## src/rtl/sfcmd_map.vh

```
`ifndef SFCMD_MAP_VH
`define SFCMD_MAP_VH

// one-hot states of the command front end
`define SFCMD_ST_CMD    6'h01
`define SFCMD_ST_DEC    6'h02
`define SFCMD_ST_ADDR   6'h04
`define SFCMD_ST_DUMMY  6'h08
`define SFCMD_ST_DATA   6'h10
`define SFCMD_ST_HOLD   6'h20

// memory read opcodes, three-byte and four-byte address forms
`define SFCMD_OP_READ    8'h03
`define SFCMD_OP_READ4   8'h13
`define SFCMD_OP_FRD     8'h0b
`define SFCMD_OP_FRD4    8'h0c
`define SFCMD_OP_DOFR    8'h3b
`define SFCMD_OP_DOFR4   8'h3c
`define SFCMD_OP_DIOFR   8'hbb
`define SFCMD_OP_DIOFR4  8'hbc
`define SFCMD_OP_QOFR    8'h6b
`define SFCMD_OP_QOFR4   8'h6c
`define SFCMD_OP_QIOFR   8'heb
`define SFCMD_OP_QIOFR4  8'hec
`define SFCMD_OP_QWORD   8'he7
`define SFCMD_OP_DFR     8'h0d
`define SFCMD_OP_DFR4    8'h0e
`define SFCMD_OP_DDOFR   8'h3d
`define SFCMD_OP_DDIOFR  8'hbd
`define SFCMD_OP_DQOFR   8'h6d
`define SFCMD_OP_DQIOFR  8'hed

// latch and register opcodes
`define SFCMD_OP_WREN    8'h06
`define SFCMD_OP_WRDI    8'h04
`define SFCMD_OP_CLRFLAG 8'h50
`define SFCMD_OP_RDSR    8'h05
`define SFCMD_OP_RDFLAG  8'h70
`define SFCMD_OP_RDNVCR  8'hb5
`define SFCMD_OP_RDVCR   8'h85
`define SFCMD_OP_RDEVCR  8'h65
`define SFCMD_OP_RDEAR   8'hc8

// command kinds
`define SFCMD_K_NONE  3'h0
`define SFCMD_K_MEM   3'h1
`define SFCMD_K_REG   3'h2
`define SFCMD_K_WREN  3'h3
`define SFCMD_K_WRDI  3'h4
`define SFCMD_K_CLR   3'h5

// register select for register reads
`define SFCMD_R_SR    3'h0
`define SFCMD_R_FLAG  3'h1
`define SFCMD_R_NVCR  3'h2
`define SFCMD_R_VCR   3'h3
`define SFCMD_R_EVCR  3'h4
`define SFCMD_R_EAR   3'h5

// widths and counts
`define SFCMD_CMD_BITS   6'h08
`define SFCMD_ADDR3_BITS 6'h18
`define SFCMD_ADDR4_BITS 6'h20
`define SFCMD_BYTE_BITS  4'h8
`define SFCMD_WORD_DUMMY 5'h04
`define SFCMD_NVCR_LAST  2'h2

`endif

```

## src/rtl/sfcmd_sync.v

```verilog
// two-flop synchroniser per pin plus a third stage for edge finding;
// the second and third stages feed logic, the first stays private
module sfcmd_sync #(
  parameter W = 6
) (
  input  wire         ref_clk,
  input  wire         rst,
  input  wire [W-1:0] async_in,
  input  wire [W-1:0] rst_val,
  output wire [W-1:0] sync_out,
  output wire [W-1:0] rise,
  output wire [W-1:0] fall
);
  genvar i;
  generate
    for (i = 0; i < W; i = i + 1) begin : g_bit
      reg meta_ff;
      reg sync_ff;
      reg last_ff;
      // reset to idle level chosen per bit by a constant at the instance
      always @(posedge ref_clk or posedge rst) begin
        if (rst) begin
          meta_ff <= 1'b0;
          sync_ff <= 1'b0;
          last_ff <= 1'b0;
        end else begin
          meta_ff <= async_in[i] ^ rst_val[i];
          sync_ff <= meta_ff;
          last_ff <= sync_ff;
        end
      end
      assign sync_out[i] = sync_ff ^ rst_val[i];
      assign rise[i]     = (sync_ff & ~last_ff) ^ (rst_val[i] & (sync_ff ^ last_ff));
      assign fall[i]     = (~sync_ff & last_ff) ^ (rst_val[i] & (sync_ff ^ last_ff));
    end
  endgenerate
endmodule

```

## src/rtl/sfcmd_top.v

```verilog
// What this block does
// - plain read 03h/13h; address ends at 7+N ext, 3+N/2 dual, 1+N/4 quad
// - fast read 0Bh/0Ch uses the same command and address cycle counts
// - dual-output fast read 3Bh/3Ch: ext and dual only, ext address one line
// - dual i/o fast read BBh/BCh sends address on two lines in ext and dual
// - quad-output fast read 6Bh/6Ch: ext and quad; ext address one line
// - quad i/o fast read EBh/ECh: address and data on four lines
// - quad i/o word read E7h: address four bits per clock
// - double-rate fast read 0Dh/0Eh samples address on both clock edges
// - double-rate dual-output read 3Dh: ext and dual protocols only
// - double-rate dual i/o read BDh: address two lines per edge
// - double-rate quad-output 6Dh and quad i/o EDh address phases
// - select not raised right after latch opcode: nothing executes, latch stays
// - opcode 06h sets the write enable latch
// - write disable clears latch unless protection error; clear-flag clears both
// - register reads: ext in line 0 out line 1; dual 1:0; quad 3:0
// - raising select ends a register read and releases outputs at once
// - status 05h and flag 70h readable continuously, any time
// - nonvolatile config B5h: 16 bits low byte first, then zeros; reserved ones
// - 85h, 65h, C8h reads repeat the same byte while clocked
// - address bits latched on rising edge, on both edges in double rate; address advances per byte, wraps
// - word read: A0 forced 0, four dummies; ignored in dual and double rate
// - double-rate opcodes always double rate; others only when enabled
`include "sfcmd_map.vh"
module sfcmd_top #(
  parameter ADDR_W   = 28,
  parameter DUMMY_W  = 5,
  parameter NVCR_RSV = 16'h0000
) (
  input  wire               ref_clk,
  input  wire               rst,
  input  wire               sclk_pin,
  input  wire               sel_n_pin,
  input  wire [3:0]         dq_in,
  output reg  [3:0]         dq_out_ff,
  output reg  [3:0]         dq_oe_ff,
  input  wire               proto_dual,
  input  wire               proto_quad,
  input  wire               dtr_en,
  input  wire               addr4_en,
  input  wire [DUMMY_W-1:0] dummy_cfg,
  input  wire               prot_err,
  input  wire [7:0]         status_reg,
  input  wire [7:0]         flag_reg,
  input  wire [15:0]        nvcr_reg,
  input  wire [7:0]         vcr_reg,
  input  wire [7:0]         evcr_reg,
  input  wire [7:0]         ear_reg,
  input  wire [7:0]         mem_rdata,
  output reg  [ADDR_W-1:0]  mem_addr_ff,
  output reg                mem_rd_ff,
  output reg                wel_ff,
  output reg                flag_clr_ff
);

  // pins cross into ref_clk; select idles high so its stage resets high
  wire [5:0] pin_sync;
  wire [5:0] pin_rise;
  wire [5:0] pin_fall;
  sfcmd_sync #(.W(6)) u_sync (
    .ref_clk  (ref_clk),
    .rst      (rst),
    .async_in ({sel_n_pin, sclk_pin, dq_in}),
    .rst_val  (6'h20),
    .sync_out (pin_sync),
    .rise     (pin_rise),
    .fall     (pin_fall)
  );
  wire       sel_n   = pin_sync[5];
  wire       sel_end = pin_rise[5];
  wire       sel_beg = pin_fall[5];
  wire       sck_r   = pin_rise[4] & ~sel_n;
  wire       sck_f   = pin_fall[4] & ~sel_n;
  wire [3:0] dq_s    = pin_sync[3:0];

  reg [5:0]         st_ff;
  reg               dtr_ff;
  reg [2:0]         lw_ff;
  reg [5:0]         cnt_ff;
  reg [7:0]         cmd_ff;
  reg [31:0]        addr_sh_ff;
  reg [5:0]         abits_ff;
  reg [2:0]         dw_ff;
  reg [2:0]         kind_ff;
  reg [2:0]         rsel_ff;
  reg               word_ff;
  reg [DUMMY_W-1:0] dummy_ff;
  reg [7:0]         osh_ff;
  reg [3:0]         obits_ff;
  reg [1:0]         ridx_ff;
  reg               pend_ff;

  // in double rate both edges carry bits, otherwise bits come in on the rising one and go out on the falling one
  wire cap_edge = sck_r | (dtr_ff & sck_f);
  wire out_edge = sck_f | (dtr_ff & sck_r);
  wire [2:0] plw = proto_quad ? 3'h4 : (proto_dual ? 3'h2 : 3'h1);

  // incoming bits for this edge, packed at the low end
  reg [3:0] in_bits;
  always @* begin
    case (lw_ff)
      3'h4:    in_bits = dq_s;
      3'h2:    in_bits = {2'h0, dq_s[1:0]};
      default: in_bits = {3'h0, dq_s[0]};
    endcase
  end

  // opcode decode: kind, line widths, rate, address size, validity
  reg [2:0] d_kind;
  reg [2:0] d_alw;
  reg [2:0] d_dw;
  reg       d_dtr;
  reg       d_a4;
  reg       d_dum;
  reg       d_word;
  reg [2:0] d_rsel;
  always @* begin
    d_kind = `SFCMD_K_MEM;
    d_alw  = plw;
    d_dw   = plw;
    d_dtr  = dtr_ff;
    d_a4   = addr4_en;
    d_dum  = 1'b1;
    d_word = 1'b0;
    d_rsel = `SFCMD_R_SR;
    case (cmd_ff)
      `SFCMD_OP_READ, `SFCMD_OP_READ4: begin
        d_dum = 1'b0;
        d_a4  = addr4_en | (cmd_ff == `SFCMD_OP_READ4);
      end
      `SFCMD_OP_FRD, `SFCMD_OP_FRD4:
        d_a4 = addr4_en | (cmd_ff == `SFCMD_OP_FRD4);
      `SFCMD_OP_DOFR, `SFCMD_OP_DOFR4: begin
        d_dw   = 3'h2;
        d_a4   = addr4_en | (cmd_ff == `SFCMD_OP_DOFR4);
        d_kind = proto_quad ? `SFCMD_K_NONE : `SFCMD_K_MEM;
      end
      `SFCMD_OP_DIOFR, `SFCMD_OP_DIOFR4: begin
        d_alw  = 3'h2;
        d_dw   = 3'h2;
        d_a4   = addr4_en | (cmd_ff == `SFCMD_OP_DIOFR4);
        d_kind = proto_quad ? `SFCMD_K_NONE : `SFCMD_K_MEM;
      end
      `SFCMD_OP_QOFR, `SFCMD_OP_QOFR4: begin
        d_dw   = 3'h4;
        d_a4   = addr4_en | (cmd_ff == `SFCMD_OP_QOFR4);
        d_kind = proto_dual ? `SFCMD_K_NONE : `SFCMD_K_MEM;
      end
      `SFCMD_OP_QIOFR, `SFCMD_OP_QIOFR4: begin
        d_alw  = 3'h4;
        d_dw   = 3'h4;
        d_a4   = addr4_en | (cmd_ff == `SFCMD_OP_QIOFR4);
        d_kind = proto_dual ? `SFCMD_K_NONE : `SFCMD_K_MEM;
      end
      `SFCMD_OP_QWORD: begin
        d_alw  = 3'h4;
        d_dw   = 3'h4;
        d_word = 1'b1;
        d_kind = (proto_dual | dtr_ff) ? `SFCMD_K_NONE : `SFCMD_K_MEM;
      end
      `SFCMD_OP_DFR, `SFCMD_OP_DFR4: begin
        d_dtr = 1'b1;
        d_a4  = addr4_en | (cmd_ff == `SFCMD_OP_DFR4);
      end
      `SFCMD_OP_DDOFR: begin
        d_dtr  = 1'b1;
        d_dw   = 3'h2;
        d_kind = proto_quad ? `SFCMD_K_NONE : `SFCMD_K_MEM;
      end
      `SFCMD_OP_DDIOFR: begin
        d_dtr  = 1'b1;
        d_alw  = 3'h2;
        d_dw   = 3'h2;
        d_kind = proto_quad ? `SFCMD_K_NONE : `SFCMD_K_MEM;
      end
      `SFCMD_OP_DQOFR, `SFCMD_OP_DQIOFR: begin
        d_dtr  = 1'b1;
        d_alw  = (cmd_ff == `SFCMD_OP_DQIOFR) ? 3'h4 : plw;
        d_dw   = 3'h4;
        d_kind = proto_dual ? `SFCMD_K_NONE : `SFCMD_K_MEM;
      end
      `SFCMD_OP_WREN:    d_kind = `SFCMD_K_WREN;
      `SFCMD_OP_WRDI:    d_kind = `SFCMD_K_WRDI;
      `SFCMD_OP_CLRFLAG: d_kind = `SFCMD_K_CLR;
      `SFCMD_OP_RDSR:    d_kind = `SFCMD_K_REG;
      `SFCMD_OP_RDFLAG: begin
        d_kind = `SFCMD_K_REG;
        d_rsel = `SFCMD_R_FLAG;
      end
      `SFCMD_OP_RDNVCR: begin
        d_kind = `SFCMD_K_REG;
        d_rsel = `SFCMD_R_NVCR;
      end
      `SFCMD_OP_RDVCR: begin
        d_kind = `SFCMD_K_REG;
        d_rsel = `SFCMD_R_VCR;
      end
      `SFCMD_OP_RDEVCR: begin
        d_kind = `SFCMD_K_REG;
        d_rsel = `SFCMD_R_EVCR;
      end
      `SFCMD_OP_RDEAR: begin
        d_kind = `SFCMD_K_REG;
        d_rsel = `SFCMD_R_EAR;
      end
      default: d_kind = `SFCMD_K_NONE;
    endcase
  end

  // byte to send: live register values so status polling sees changes
  reg [7:0] reg_byte;
  always @* begin
    case (rsel_ff)
      `SFCMD_R_FLAG: reg_byte = flag_reg;
      `SFCMD_R_NVCR: begin
        if (ridx_ff == 2'h0)
          reg_byte = nvcr_reg[7:0] | NVCR_RSV[7:0];
        else if (ridx_ff == 2'h1)
          reg_byte = nvcr_reg[15:8] | NVCR_RSV[15:8];
        else
          reg_byte = 8'h00;
      end
      `SFCMD_R_VCR:  reg_byte = vcr_reg;
      `SFCMD_R_EVCR: reg_byte = evcr_reg;
      `SFCMD_R_EAR:  reg_byte = ear_reg;
      default:       reg_byte = status_reg;
    endcase
  end
  wire [7:0] src_byte = (kind_ff == `SFCMD_K_MEM) ? mem_rdata : reg_byte;
  wire [7:0] cur_byte = (obits_ff == 4'h0) ? src_byte : osh_ff;

  // top bits of the byte go out; one-line data leaves on line one
  reg [3:0] drv_val;
  reg [3:0] drv_oe;
  always @* begin
    case (dw_ff)
      3'h4: begin
        drv_val = cur_byte[7:4];
        drv_oe  = 4'hf;
      end
      3'h2: begin
        drv_val = {2'h0, cur_byte[7:6]};
        drv_oe  = 4'h3;
      end
      default: begin
        drv_val = {2'h0, cur_byte[7], 1'b0};
        drv_oe  = 4'h2;
      end
    endcase
  end

  wire [5:0] nxt_cnt  = cnt_ff + {3'h0, lw_ff};
  wire [3:0] dw_bits  = {1'b0, dw_ff};
  wire       dum_last = (dummy_ff <= {{(DUMMY_W-1){1'b0}}, 1'b1});

  // command sequencer; select high always returns it to idle
  always @(posedge ref_clk or posedge rst) begin
    if (rst) begin
      st_ff       <= `SFCMD_ST_CMD;
      dtr_ff      <= 1'b0;
      lw_ff       <= 3'h1;
      cnt_ff      <= 6'h00;
      cmd_ff      <= 8'h00;
      addr_sh_ff  <= 32'h0000_0000;
      abits_ff    <= `SFCMD_ADDR3_BITS;
      dw_ff       <= 3'h1;
      kind_ff     <= `SFCMD_K_NONE;
      rsel_ff     <= `SFCMD_R_SR;
      word_ff     <= 1'b0;
      dummy_ff    <= {DUMMY_W{1'b0}};
      osh_ff      <= 8'h00;
      obits_ff    <= 4'h0;
      ridx_ff     <= 2'h0;
      pend_ff     <= 1'b0;
      dq_out_ff   <= 4'h0;
      dq_oe_ff    <= 4'h0;
      mem_addr_ff <= {ADDR_W{1'b0}};
      mem_rd_ff   <= 1'b0;
      wel_ff      <= 1'b0;
      flag_clr_ff <= 1'b0;
    end else begin
      flag_clr_ff <= 1'b0;
      if (sel_end) begin
        // frame over: outputs released, latch commands run only if clean
        st_ff     <= `SFCMD_ST_CMD;
        dq_oe_ff  <= 4'h0;
        mem_rd_ff <= 1'b0;
        pend_ff   <= 1'b0;
        if (pend_ff) begin
          if (kind_ff == `SFCMD_K_WREN)
            wel_ff <= 1'b1;
          else if (kind_ff == `SFCMD_K_WRDI && !prot_err)
            wel_ff <= 1'b0;
          else if (kind_ff == `SFCMD_K_CLR) begin
            wel_ff      <= 1'b0;
            flag_clr_ff <= 1'b1;
          end
        end
      end else if (sel_beg) begin
        // new frame: opcode width from protocol, rate from configuration
        st_ff    <= `SFCMD_ST_CMD;
        cnt_ff   <= 6'h00;
        lw_ff    <= plw;
        dtr_ff   <= dtr_en;
        kind_ff  <= `SFCMD_K_NONE;
        obits_ff <= 4'h0;
        ridx_ff  <= 2'h0;
      end else begin
        case (st_ff)
          `SFCMD_ST_CMD: begin
            if (cap_edge) begin
              cmd_ff <= (cmd_ff << lw_ff) | {4'h0, in_bits};
              cnt_ff <= nxt_cnt;
              if (nxt_cnt == `SFCMD_CMD_BITS)
                st_ff <= `SFCMD_ST_DEC;
            end
          end
          `SFCMD_ST_DEC: begin
            kind_ff    <= d_kind;
            rsel_ff    <= d_rsel;
            dw_ff      <= d_dw;
            word_ff    <= d_word;
            lw_ff      <= d_alw;
            dtr_ff     <= d_dtr;
            cnt_ff     <= 6'h00;
            addr_sh_ff <= 32'h0000_0000;
            abits_ff   <= d_a4 ? `SFCMD_ADDR4_BITS : `SFCMD_ADDR3_BITS;
            dummy_ff   <= d_word ? `SFCMD_WORD_DUMMY : (d_dum ? dummy_cfg : {DUMMY_W{1'b0}});
            if (d_kind == `SFCMD_K_MEM)
              st_ff <= `SFCMD_ST_ADDR;
            else if (d_kind == `SFCMD_K_REG) begin
              st_ff <= `SFCMD_ST_DATA;
              dw_ff <= plw;
            end else begin
              st_ff   <= `SFCMD_ST_HOLD;
              pend_ff <= (d_kind != `SFCMD_K_NONE);
            end
          end
          `SFCMD_ST_ADDR: begin
            // the fall closing the last opcode clock is no address beat in double rate
            if (sck_r | (cap_edge & (cnt_ff != 6'h00))) begin
              addr_sh_ff <= (addr_sh_ff << lw_ff) | {28'h0, in_bits};
              cnt_ff     <= nxt_cnt;
              if (nxt_cnt == abits_ff) begin
                mem_addr_ff <= ((addr_sh_ff[ADDR_W-1:0] << lw_ff) |
                                {{(ADDR_W-4){1'b0}}, in_bits}) &
                               ~{{(ADDR_W-1){1'b0}}, word_ff};
                mem_rd_ff   <= 1'b1;
                if (dummy_ff == {DUMMY_W{1'b0}})
                  st_ff <= `SFCMD_ST_DATA;
                else
                  st_ff <= `SFCMD_ST_DUMMY;
              end
            end
          end
          `SFCMD_ST_DUMMY: begin
            // dummy clocks counted per full clock, on the rising edge
            if (sck_r) begin
              dummy_ff <= dummy_ff - {{(DUMMY_W-1){1'b0}}, 1'b1};
              if (dum_last)
                st_ff <= `SFCMD_ST_DATA;
            end
          end
          `SFCMD_ST_DATA: begin
            if (out_edge) begin
              dq_out_ff <= drv_val;
              dq_oe_ff  <= drv_oe;
              osh_ff    <= cur_byte << dw_ff;
              if (obits_ff == 4'h0) begin
                obits_ff <= `SFCMD_BYTE_BITS - dw_bits;
                // next byte fetched while this one shifts; wraps at the top
                if (kind_ff == `SFCMD_K_MEM)
                  mem_addr_ff <= mem_addr_ff + {{(ADDR_W-1){1'b0}}, 1'b1};
                else if (rsel_ff == `SFCMD_R_NVCR && ridx_ff != `SFCMD_NVCR_LAST)
                  ridx_ff <= ridx_ff + 2'h1;
              end else begin
                obits_ff <= obits_ff - dw_bits;
              end
            end
          end
          default: begin
            // any clock after a latch opcode cancels it
            if (sck_r)
              pend_ff <= 1'b0;
          end
        endcase
      end
    end
  end

endmodule

```

## config.mk

```make
export PLATFORM = sky130hd
export DESIGN_NAME = sfcmd_top
export DESIGN_NICKNAME = d
export VERILOG_FILES = /design/src/rtl/sfcmd_sync.v /design/src/rtl/sfcmd_top.v
export VERILOG_INCLUDE_DIRS = /design/src /design/src/rtl
export SDC_FILE = /design/constraint.sdc
export NUM_CORES = 1
export LEC_CHECK = 0
export BUFFER_PORTS_ARGS = -buffer_cell sky130_fd_sc_hd__clkbuf_2
export CORE_UTILIZATION = 60
export CTS_BUF_LIST = sky130_fd_sc_hd__clkbuf_8
export DETAILED_ROUTE_END_ITERATION = 8
export GPL_TIMING_DRIVEN = 1
export PLACE_DENSITY = 0.91
export SYNTH_ARGS = -nofsm -noshare
export SYNTH_HDL_FRONTEND = slang
export SYNTH_HIERARCHICAL = 1
export SYNTH_SLANG_ARGS = --single-unit
```

## constraint.sdc

```tcl
create_clock -name ref_clk -period 12.15 [get_ports ref_clk]
set_input_delay 2.43 -clock ref_clk [delete_from_list [all_inputs] [get_ports ref_clk]]
set_output_delay 2.43 -clock ref_clk [all_outputs]
set_load 0.02 [all_outputs]
```

== Yosys cells after proc, flatten, opt, wreduce, memory -nomap -nowiden ==
Index checks and enable logic that the tools add are counted.

* Register bits: 145
* Latch bits: 0
* RAM bits: 0
* Bits in read-only memories: 0
* Input bits: 82
* Output and inout bits: 39
* Logic and storage cells: 303
* Memories kept: 0

* $add $sub $neg: 6
* $mul: 0
* Divide/modulo/power cells: 0
* Magnitude comparators: 1
* Equal/unequal tests: 71
* Shifts and indexed selects: 4
* Mux-type cells: 91
* Bitwise gates (word level): 35
* Reductions and logical operators: 59

{| class="wikitable"
|+ Operators by type and width
! cell !! count
|-
| $mux W28 || 5
|-
| $mux W6 || 14
|-
| $eq A8 B8 Y1 const B || 10
|-
| $pmux W32 S2 || 1
|-
| $pmux W28 S2 || 1
|-
| $eq A8 B7 Y1 const B || 6
|-
| $pmux W8 S5 || 1
|-
| $eq A8 B4 Y1 const B || 4
|-
| $mux W32 || 1
|-
| $mux W4 || 8
|-
| $mux W8 || 4
|-
| $or A32 B4 Y32 || 1
|-
| $shl A32 B3 Y32 || 1
|-
| $reduce_or A6 Y1 || 5
|-
| $add A28 B1 Y28 const B || 1
|-
| $and A28 B28 Y28 || 1
|-
| $not A1 Y28 || 1
|-
| $or A28 B4 Y28 || 1
|-
| $reduce_bool A2 Y1 || 14
|-
| $shl A28 B3 Y28 || 1
|-
| $mux W1 || 25
|-
| $eq A8 B3 Y1 const B || 3
|-
| $eq A8 B6 Y1 const B || 3
|-
| $mux W3 || 8
|-
| other kinds (59) || 147
|}

== Depth between registers and ports, before layout ==
Gate-level depths: netlist (run 1).

* Word-level depth: 11
* Mapped depth: 13
* Mapped depth without buffers: 11

== Modules after synthesis ==
Netlist (run 1), hierarchy kept.

{| class="wikitable"
|+ Modules (own cells, without submodules)
! module !! times used !! cells an instance !! area an instance (µm²) !! seq. area each (µm²)
|-
| sfcmd_top || 1 || 1056 || 8956.1 || 3057.9
|-
| sfcmd_sync || 1 || 73 || 912.1 || 450.4
|}

== Least setup slack after synthesis (run 1) ==
OpenSTA, ideal clock, no wires.

* Kind: input -> register
* Start: in nvcr_reg[3]
* End: reg osh_ff[6]
* Setup time: 0.120 ns
* Arrival time: 4.038 ns
* Required time: 12.030 ns
* Slack: 7.993 ns
* Stages on the path: 6
* Path buffers: 0
* Cell sequence: a221o_1 -> a221oi_1 -> o21ai_0 -> a311o_1 -> or4_1 -> and3_1

* Cells in the longest elaborated chain, start to end: 5

{| class="wikitable"
|+ RTL lines
! element !! RTL line !! text
|-
| from (decl) || sfcmd_top.v:45 || <nowiki>input wire [15:0] nvcr_reg,</nowiki>
|-
| $mux W8 || sfcmd_top.v:216 || <nowiki>if (ridx_ff == 2'h0)</nowiki>
|-
| $pmux W8 S5 || sfcmd_top.v:213 || <nowiki>case (rsel_ff)</nowiki>
|-
| $mux W8 || sfcmd_top.v:229 || <nowiki>wire [7:0] src_byte = (kind_ff == `SFCMD_K_MEM) ? mem_rdata : reg_byte;</nowiki>
|-
| $mux W8 || sfcmd_top.v:230 || <nowiki>wire [7:0] cur_byte = (obits_ff == 4'h0) ? src_byte : osh_ff;</nowiki>
|-
| $shl A8 B3 Y8 || sfcmd_top.v:368 || <nowiki>osh_ff <= cur_byte << dw_ff;</nowiki>
|-
| to (signal assigned) || sfcmd_top.v:368 ||
|-
| to (decl) || sfcmd_top.v:88 || <nowiki>reg [7:0] osh_ff;</nowiki>
|}

No other way between the ends.
A chain may end at the register's enable or synchronous reset.

== Worst setup path after layout (run 1) ==
* Start: reg lw_ff[0]
* End: reg mem_addr_ff[4]

* Cells in the longest elaborated chain, start to end: 6
* Elaborated cells between the ends (all ways): 10
* Classes of those cells: 1 x add/sub; 2 x eq/ne; 1 x shift; 3 x mux; 2 x bitwise; 1 x reduce/logical

{| class="wikitable"
|+ RTL lines
! element !! RTL line !! text
|-
| from (decl) || sfcmd_top.v:78 || <nowiki>reg [2:0] lw_ff;</nowiki>
|-
| from (signal assigned) || sfcmd_top.v:303 || <nowiki>lw_ff <= plw;</nowiki>
|-
| from (signal assigned) || sfcmd_top.v:323 || <nowiki>lw_ff <= d_alw;</nowiki>
|-
| branches (longest 6 deep; another with $add A6 B3 Y6) || -- ||
|-
| to (signal assigned) || sfcmd_top.v:277 || <nowiki>mem_addr_ff <= {ADDR_W{1'b0}};</nowiki>
|-
| to (signal assigned) || sfcmd_top.v:345 || <nowiki>mem_addr_ff <= ((addr_sh_ff[ADDR_W-1:0] << lw_ff) |</nowiki>
|-
| to (signal assigned) || sfcmd_top.v:373 || <nowiki>mem_addr_ff <= mem_addr_ff + {{(ADDR_W-1){1'b0}}, 1'b1};</nowiki>
|-
| to (decl) || sfcmd_top.v:50 || <nowiki>output reg [ADDR_W-1:0] mem_addr_ff,</nowiki>
|}

Parallel ways; which one is timed is not known. The select of a mux whose other input is x is not followed.

==> results of run 1 <==
[area by class of cell]
cell class | instances | area, µm² | area share
multi-input cells | 859 | 5720 | 0.540
clock buffers | 18 | 248 | 0.0234
well taps | 211 | 264 | 0.0249
inverters | 33 | 126 | 0.0119
flip-flops and latches | 136 | 3410 | 0.322
clock inverters | 11 | 125 | 0.0118
repair buffers | 134 | 706 | 0.0666
[power groups by stage]
stage / clock, mW / sequential (mW) / combinational (mW)
floorplan: 0 / 0.516 / 0.413
finish: 0.370 / 0.568 / 0.485
global route: 0.389 / 0.577 / 0.533
detailed placement: 0 / 0.574 / 0.473
global placement: 0 / 0.573 / 0.457
CTS: 0.371 / 0.565 / 0.475
[through the flow]
stage	setup WS [ps]	utilization	total power, mW	cells	cell area, µm²
floorplan	6480	-	0.929	1107	9570
global placement	7660	0.666	1.03	1373	10200
detailed placement	7610	0.666	1.05	1373	10200
CTS	8010	0.690	1.41	1402	10600
global route	7750	0.690	1.50	1402	10600
finish	7930	0.690	1.42	1402	10600
[critical path: stages (launching register included)]
cell and delay [ps]:
dfstp_2 1140, ha_1 330, fa_1 260, a21o_1 140, a32oi_1 110, or4_1 600
a211oi_2 440, nor2_1 80, buf_4 250, a2111oi_0 520, o22ai_1 170
[state kept, by name, indices dropped and copies added (netlist names), 4 cells and up]
signal,flops
osh_ff,8
cnt_ff,6
dummy_ff,5
mem_addr_ff,28
st_ff,6
cmd_ff,8
addr_sh_ff,28
u_sync/g_bit.sync_ff,6
obits_ff,4
u_sync/g_bit.meta_ff,6
dq_out_ff,4
[final timing paths]
kind / to / startpoint / slack [ps]
min in group asynchronous: u_sync/g_bit[0].meta_ff / rst / 2030
max in group asynchronous: lw_ff[1] / rst / 8660
hold reg to reg: u_sync/g_bit[5].sync_ff / u_sync/g_bit[5].meta_ff / 350
setup reg to reg: mem_addr_ff[4] / lw_ff[0] / 7930
hold / removal: u_sync/g_bit[5].sync_ff / u_sync/g_bit[5].meta_ff / 350
setup / recovery: mem_addr_ff[4] / lw_ff[0] / 7930
[routing by layer]
| layer | global-route usage | vias to the layer above | share of wire |
|---|---|---|---|
| met5 | 0 | - | 0 |
| met4 | 0.108 | 0 | 0.022 |
| met3 | 0.0747 | 68 | 0.091 |
| met2 | 0.503 | 525 | 0.46 |
| met1 | 0.458 | 4393 | 0.43 |
| li1 | - | 4284 | - |
==> implementation parameters, run 1 <==
Parameter                              Value

Synthesis
  Mapped cell area    9520 µm²
  Mean area per synthesized cell    8.69 µm²
  Yosys warns    6
  Post-Syn Instances    1096

Hold path
  Worst hold-check path type    reg2reg
  Hold Path Cell Cnt    0

Worst setup path
  Reg2Reg Depth    10
  Critical Path Source Type    register
  Arrival time of the worst setup path    4530 ps
  Largest fanout on the critical path    40
  Critical path class    reg2reg
  Crit path capture type    register
  Data required time of the critical path    12470 ps

Layout
  Nets    1281
  Synthesis-to-layout area growth    11.3%
  Most frequent standard cell in the layout excluding fill and tap cells    dfrtp_1
  Inserted Diodes    0
  Fraction of final layout cells sized beyond drive strength 1    0.184
  Leading cell types in the layout, fill and taps excluded    dfrtp_1 (131), clkbuf_2 (120), nand2_1 (84)
  Layout fillers    1185

Drt
  Total via count after detailed routing    9270
  Routed via count divided by cell count    6.61
  Wirelength per Cell    18.4 µm
  Violation count after the first detailed-route iteration    1325
  Routed wire length    25800 µm
  Post-route DRC    0
  Number of detailed-routing iterations run before antenna repair    6
  Number of routed nets with antenna violations    0

Timing
  Hold Fails Final Rpt    0
  Worst max-slew margin expressed relative to the limit    0.263
  Post-route fraction of the period consumed by the critical path    0.347
  Slew @ Worst Pin    1100 ps
  Minimum clock period    4220 ps
  Unrepaired setup endpoints after global routing    false
  Fmax    237 MHz
  Sum Neg Setup Slack    0 ps
  Layout Skew    12.1 ps
  Hold slack    352 ps
  Count of final setup violators    0
  Fin. max-slew vios    0

Power and ir drop
  Part of the power in the clock network    0.260
  Seq pwr share    0.399
  Peak VDD IR    0.0000810 V
  Combinational Power Share    0.341
  Leakage power of the design    4.73 nW
  Switching Share    0.396
  Internal power component    859 µW
  Power per Cell Area    134 nW/µm²
  Power dissipated by switching net loads    564 µW

Place
  Gp weighted congestion    0.953
  Port-buffer cells    120
  Placed wire-length estimate after detailed placement    17800 µm

Die
  I/O pin count    121
  Effective utilization at floorplan    0.620
  Die height    128 µm
  Cell Rows    45
  Die Footprint    16400 µm²
  Floorplan Core Area    15400 µm²
  Width of the die    128 µm

Clocking
  Clock transition at the registers of the reported paths    80 ps
  Clock root cell    clkbuf_8
  Setup repair bufs after CTS    0
  Cts repair resizes    0
  Hold Buf Count CTS    0
  CTS Buf Count    17
  H-tree level count    4
  TritonCTS clock tree    built
  Sink count of the clock tree    136
  Clock latency on the worst-skew pair    460 ps
  Buffer depth of the longest clock path    2

Global routing
  Antenna violations before repair    0
  Pin count of the biggest net entering global routing    78
  Total grt overflow    0
  All-Layer GR Usage    0.327
  Global-route wire length before repair    42600 µm
  Number of global-route vias before repair    8587

Outcome
  Outcome    complete, no violations

Flow run
  Max cap viols    0
Note: power is estimated with default switching activity, not from simulation.
==> inputs of run 2 (changes only) <==
- clock period: 12.15 -> 3.9 ns (I/O delays scaled with it)
==> implementation parameters, run 2 (same netlist as run 1, synthesis figures left out) <==
Parameter                              Value

Drt
  Routed wire length    26400 µm (+2.6%)
  Routed via count divided by cell count    6.72 (+1.7%)
  Total via count after detailed routing    9497 (+2.4%)
  Wirelength per Cell    18.7 µm (+1.8%)
  Violation count after the first detailed-route iteration    1101 (-17%)
  Post-route DRC    0 (unchanged)
  Number of detailed-routing iterations run before antenna repair    5 (-1)
  Number of routed nets with antenna violations    0 (unchanged)

Worst setup path
  Crit path capture type    register
  Buf/Inv on CP    1 (unchanged)
  Slowest Stage Delay on Critical Path    610 ps (-530 ps)
  Largest fanout on the critical path    27 (-33%)
  Arrival time of the worst setup path    3800 ps (-730 ps)
  Worst path slowest cell    or4_1
  Worst path cell trace    ha_1 -> fa_1 -> nand3_1 -> a32oi_1 -> or4_1 -> a211oi_2 -> nor2_1 -> buf_4 -> a2111oi_0 -> o22a_1
  Critical path class    reg2reg
  Reg2Reg Depth    10 (unchanged)
  Worst R2R Start    cnt_ff[0]
  Data required time of the critical path    4290 ps (-8180 ps)
  Reg-to-reg setup timing slack    490 ps (-7440 ps)
  Critical Path Source Type    register
  Crit-path leading delay family    compound AO/OA/AOI/OAI gates
  Endpoint of the most critical register-to-register path    mem_addr_ff[23]

Die
  Effective utilization at floorplan    0.620 (unchanged)
  Floorplan Core Area    15400 µm² (unchanged)
  Die height    128 µm (unchanged)
  Cell Rows    45 (unchanged)
  Die Footprint    16400 µm² (unchanged)
  I/O pin count    121 (unchanged)
  Width of the die    128 µm (unchanged)

Timing
  Count of final setup violators    0 (unchanged)
  Layout Skew    10.3 ps (-1.73 ps)
  Slack of the critical path    493 ps (-7440 ps)
  Sum Neg Setup Slack    0 ps (unchanged)
  Slew @ Worst Pin    979 ps (-119 ps)
  Minimum clock period    3410 ps (-809 ps)
  Fin. max-slew vios    0 (unchanged)
  Worst max-slew margin expressed relative to the limit    0.346 (+0.0831)
  Fmax    293 MHz (+24%)
  Post-route fraction of the period consumed by the critical path    0.874 (+0.527)
  Hold Fails Final Rpt    0 (unchanged)
  Unrepaired setup endpoints after global routing    false

Layout
  Synthesis-to-layout area growth    12.3%
  Layout fillers    1156 (-2.4%)
  Nets    1291 (+0.78%)
  Leading cell types in the layout, fill and taps excluded    dfrtp_1 (131), clkbuf_2 (120), nand2_1 (84)
  Inserted Diodes    0 (unchanged)
  Most frequent standard cell in the layout excluding fill and tap cells    dfrtp_1
  Largest registers    addr_sh_ff (28), mem_addr_ff (28)
  Fraction of final layout cells sized beyond drive strength 1    0.190 (+0.00580)

Hold path
  Source of the worst hold timing path    u_sync/g_bit[1].meta_ff
  Hold Path Sink    u_sync/g_bit[1].sync_ff
  Hold Path Cell Cnt    0 (unchanged)
  Worst hold-check path type    reg2reg

Clocking
  Clock root cell    clkbuf_8
  Hold Buf Count CTS    0 (unchanged)
  Clock transition at the registers of the reported paths    80 ps (about the same)
  Clock latency on the worst-skew pair    450 ps (about the same)
  Sink count of the clock tree    136 (unchanged)
  H-tree level count    4 (unchanged)
  Buffer depth of the longest clock path    2 (unchanged)
  CTS Buf Count    17 (unchanged)
  TritonCTS clock tree    built

Flow run
  Max cap viols    0 (unchanged)

Place
  Gp weighted congestion    0.925 (-3.0%)
  Worst setup slack after placement    263 ps (-7350 ps)
  Port-buffer cells    120 (unchanged)
  Placed wire-length estimate after detailed placement    18500 µm (+4.3%)

Power and ir drop
  Total chip power    4.46 mW (+210%)
  Power dissipated by switching net loads    1.76 mW (+210%)
  Seq pwr share    0.387 (-0.012)
  Peak VDD IR    0.000241 V (+200%)
  Leakage power of the design    4.79 nW (+1.4%)
  Switching Share    0.395 (-0.00119)
  Internal power component    2.70 mW (+210%)
  Power per Cell Area    417 nW/µm² (+210%)
  Part of the power in the clock network    0.252 (-0.008)
  Combinational Power Share    0.361 (+0.020)

Global routing
  Pin count of the biggest net entering global routing    56 (-28%)
  Antenna violations before repair    0 (unchanged)
  Total grt overflow    0 (unchanged)
  Number of global-route vias before repair    8649 (+0.72%)
  Global-route wire length before repair    43300 µm (+1.4%)
  All-Layer GR Usage    0.332 (+0.00517)

Outcome
  Outcome    complete, no violations
[run 2: changes by cell type in the layout (fill, tap and decap cells not counted), sizes merged]
| cell | previous run | this run |
|---|---|---|
| clkbuf | 138 | 139 |
| inv | 34 | 32 |
| clkinv | 6 | 8 |
| buf | 14 | 24 |
[run 2: area by class of cell]
class | instances | area [µm²] | area share
clock inverter | 11 | 109 | 0.0102
inverter | 33 | 128 | 0.0119
multi-input combinational | 859 | 5730 | 0.536
timing repair buffer | 144 | 793 | 0.0742
tap | 211 | 264 | 0.0247
clock buffer | 19 | 262 | 0.0244
sequential | 136 | 3410 | 0.319
[run 2: layer usage]
layer / vias to the layer above / share of wire / GRT usage
li1: 4297 / - / -
met5: - / 0 / 0
met3: 62 / 0.12 / 0.0843
met1: 4529 / 0.41 / 0.465
met4: 0 / 0.019 / 0.116
met2: 609 / 0.46 / 0.501
[run 2: worst max-delay path by stage]
stage / start / depth (start not counted) / slack, ps / endpoint
2_1_floorplan: u_sync/g_bit[5].sync_ff / 13 / 770 / mem_addr_ff[10]
3_3_place_gp: u_sync/g_bit[5].sync_ff / 11 / 390 / mem_addr_ff[1]
3_5_place_dp: u_sync/g_bit[5].sync_ff / 11 / 260 / mem_addr_ff[1]
4_1_cts: u_sync/g_bit[5].sync_ff / 11 / 220 / mem_addr_ff[1]
5_1_grt: cnt_ff[0] / 10 / 300 / mem_addr_ff[3]
6_report: cnt_ff[0] / 10 / 490 / mem_addr_ff[23]
[run 2: repair_timing]
action / in CTS / in global routing
setup endpoints to repair: 0 / 1
setup buffers: 0 / 0
resized for setup: 0 / 1
[run 2: worst register-to-register path: cells and delay by family, from the launching register on]
| family | cells | cell delay (ps) |
|---|---|---|
| AO/OA/AOI/OAI | 4 | 1210 |
| AND/OR/NAND/NOR | 3 | 810 |
| adder cells (fa/ha/maj) | 2 | 690 |
| flip-flops | 1 | 400 |
| buffers and inverters | 1 | 240 |
[run 2: power groups by stage]
stage               Sequential (mW)  Clock, mW  Combinational [mW]
floorplan                      1.61          0                1.29
global placement               1.74          0                1.51
detailed placement             1.74          0                1.55
CTS                            1.71       1.14                1.56
global route                   1.74       1.20                1.76
finish                         1.73       1.13                1.61
[run 2: per-stage QoR]
step           utilization  instances  hold WS [ps]  area (µm²)
2_1_floorplan            -       1107           331        9570
3_3_place_gp         0.671       1383           331       10300
3_5_place_dp         0.671       1383           336       10300
4_1_cts              0.695       1413           353       10700
5_1_grt              0.696       1413           360       10700
6_report             0.696       1413           350       10700
==> inputs of run 3 (changes only) <==
- SETUP_SLACK_MARGIN: default -> 0.5
==> implementation parameters, run 3 (same netlist as run 1, synthesis figures left out) <==
Parameter                              Value

Worst setup path
  Arrival time of the worst setup path    3730 ps (-70 ps)
  Buf/Inv on CP    1 (unchanged)
  Worst path slowest cell    nor4_1
  Data required time of the critical path    4290 ps (about the same)
  Critical path class    reg2reg
  Largest fanout on the critical path    27 (unchanged)
  Crit-path leading delay family    compound AO/OA/AOI/OAI gates
  Slowest Stage Delay on Critical Path    460 ps (-150 ps)
  Critical Path Source Type    register
  Worst path cell trace    ha_1 -> fa_1 -> a21o_1 -> a32oi_1 -> o211ai_1 -> a211oi_4 -> a21oi_2 -> buf_4 -> nor4_1 -> o22a_1
  Crit path capture type    register

Drt
  Post-route DRC    0 (unchanged)
  Number of routed nets with antenna violations    0 (unchanged)
  Number of detailed-routing iterations run before antenna repair    6 (+1)
  Violation count after the first detailed-route iteration    1264 (+15%)
  Wirelength per Cell    19.0 µm (+1.4%)
  Total via count after detailed routing    9548 (+0.54%)
  Routed via count divided by cell count    6.75 (+0.47%)
  Routed wire length    26800 µm (+1.4%)

Clocking
  Buffer depth of the longest clock path    2 (unchanged)
  Clock root cell    clkbuf_8
  Sink count of the clock tree    136 (unchanged)
  CTS Buf Count    17 (unchanged)
  Setup repair bufs after CTS    0 (unchanged)
  Clock transition at the registers of the reported paths    70 ps (about the same)
  TritonCTS clock tree    built
  Clock latency on the worst-skew pair    450 ps (about the same)
  H-tree level count    4 (unchanged)

Timing
  Slew @ Worst Pin    972 ps (-6.80 ps)
  Layout Skew    10.5 ps (+0.146 ps)
  Hold Fails Final Rpt    0 (unchanged)
  Unrepaired setup endpoints after global routing    true
  Fin. max-slew vios    0 (unchanged)
  Fmax    299 MHz (+1.8%)
  Worst max-slew margin expressed relative to the limit    0.350 (+0.00455)
  Count of final setup violators    0 (unchanged)
  Minimum clock period    3350 ps (-58.8 ps)
  Post-route fraction of the period consumed by the critical path    0.859 (-0.0151)
  Hold slack    351 ps (+0.639 ps)
  Sum Neg Setup Slack    0 ps (unchanged)

Power and ir drop
  Power dissipated by switching net loads    1.79 mW (+1.5%)
  Part of the power in the clock network    0.251 (about the same)
  Leakage power of the design    4.80 nW (+0.10%)
  Combinational Power Share    0.364 (+0.003)
  Switching Share    0.399 (+0.00333)
  Seq pwr share    0.384 (-0.003)
  Peak VDD IR    0.000256 V (+6.2%)
  Power per Cell Area    419 nW/µm² (+0.36%)
  Internal power component    2.70 mW (about the same)

Layout
  Leading cell types in the layout, fill and taps excluded    dfrtp_1 (131), clkbuf_2 (120), nand2_1 (84)
  Area of the multi-input gates    5760 µm² (+0.52%)
  Layout fillers    1149 (-0.61%)
  Synthesis-to-layout area growth    12.6%
  Most frequent standard cell in the layout excluding fill and tap cells    dfrtp_1
  Fraction of final layout cells sized beyond drive strength 1    0.192 (+0.00234)
  Largest registers    addr_sh_ff (28), mem_addr_ff (28)
  Storage element area    3410 µm² (unchanged)
  Inserted Diodes    0 (unchanged)
  Share of the core filled with cells in the final layout    0.698 (+0.00195)
  Nets    1292 (+0.077%)

Die
  Floorplan Core Area    15400 µm² (unchanged)
  Die Footprint    16400 µm² (unchanged)
  I/O pin count    121 (unchanged)
  Width of the die    128 µm (unchanged)
  Cell Rows    45 (unchanged)
  Effective utilization at floorplan    0.620 (unchanged)
  Die height    128 µm (unchanged)

Outcome
  Outcome    complete, no violations

Flow run
  Max cap viols    0 (unchanged)

Place
  Gp weighted congestion    0.925 (unchanged)
  Port-buffer cells    120 (unchanged)
  Placed wire-length estimate after detailed placement    18500 µm (unchanged)

Global routing
  Number of global-route vias before repair    8666 (+0.20%)
  Total grt overflow    0 (unchanged)
  Pin count of the biggest net entering global routing    56 (unchanged)
  Antenna violations before repair    0 (unchanged)
  All-Layer GR Usage    0.332 (about the same)
  Global-route wire length before repair    43300 µm (about the same)

Hold path
  Worst hold-check path type    reg2reg
==> run 3: routing by layer <==
metal  up-vias  global-route usage  share of wire
met5         -                   0              0
met4         0               0.113          0.019
met3        66              0.0931           0.13
met2       632               0.504           0.46
met1      4539               0.459           0.40
li1       4311                   -              -
==> run 3: power groups by stage <==
stage	Sequential [mW]	Clock, mW	Combinational, mW
2_1_floorplan	1.61	0	1.29
3_3_place_gp	1.74	0	1.51
3_5_place_dp	1.74	0	1.55
4_1_cts	1.71	1.14	1.57
5_1_grt	1.74	1.20	1.78
6_report	1.73	1.13	1.64
==> run 3: per-stage QoR <==
step / cells / setup WS [ps] / area (µm²) / power [mW]
floorplan: 1107 / 769 / 9570 / 2.89
global placement: 1383 / 390 / 10300 / 3.25
detailed placement: 1383 / 263 / 10300 / 3.29
CTS: 1413 / 552 / 10700 / 4.42
global route: 1414 / 413 / 10700 / 4.72
finish: 1414 / 551 / 10700 / 4.49
==> run 3: final timing paths <==
kind / to / cells past startpoint / startpoint / slack, ps
worst max-delay path: mem_addr_ff[15] / 10 / cnt_ff[0] / 550
worst min-delay path: u_sync/g_bit[4].sync_ff / 0 / u_sync/g_bit[4].meta_ff / 350
worst max register to register: mem_addr_ff[15] / 10 / cnt_ff[0] / 550
worst min register to register: u_sync/g_bit[4].sync_ff / 0 / u_sync/g_bit[4].meta_ff / 350
max in group asynchronous: addr_sh_ff[22] / 3 / rst / 2560
min in group asynchronous: u_sync/g_bit[2].meta_ff / 2 / rst / 380
==> run 3: cell type report <==
type,count,area share
multi-input cells,860,0.537
clock inverters,11,0.0101
clock buffers,19,0.0244
well taps,211,0.0246
inverters,33,0.0119
repair buffers,144,0.0740
flip-flops and latches,136,0.318
==> run 3: timing repair <==
item                                    CTS  global route
gates resized for setup                   1             7
cloned                                    0             1
hold buffers                              0             0
endpoints found under the setup margin   28             7
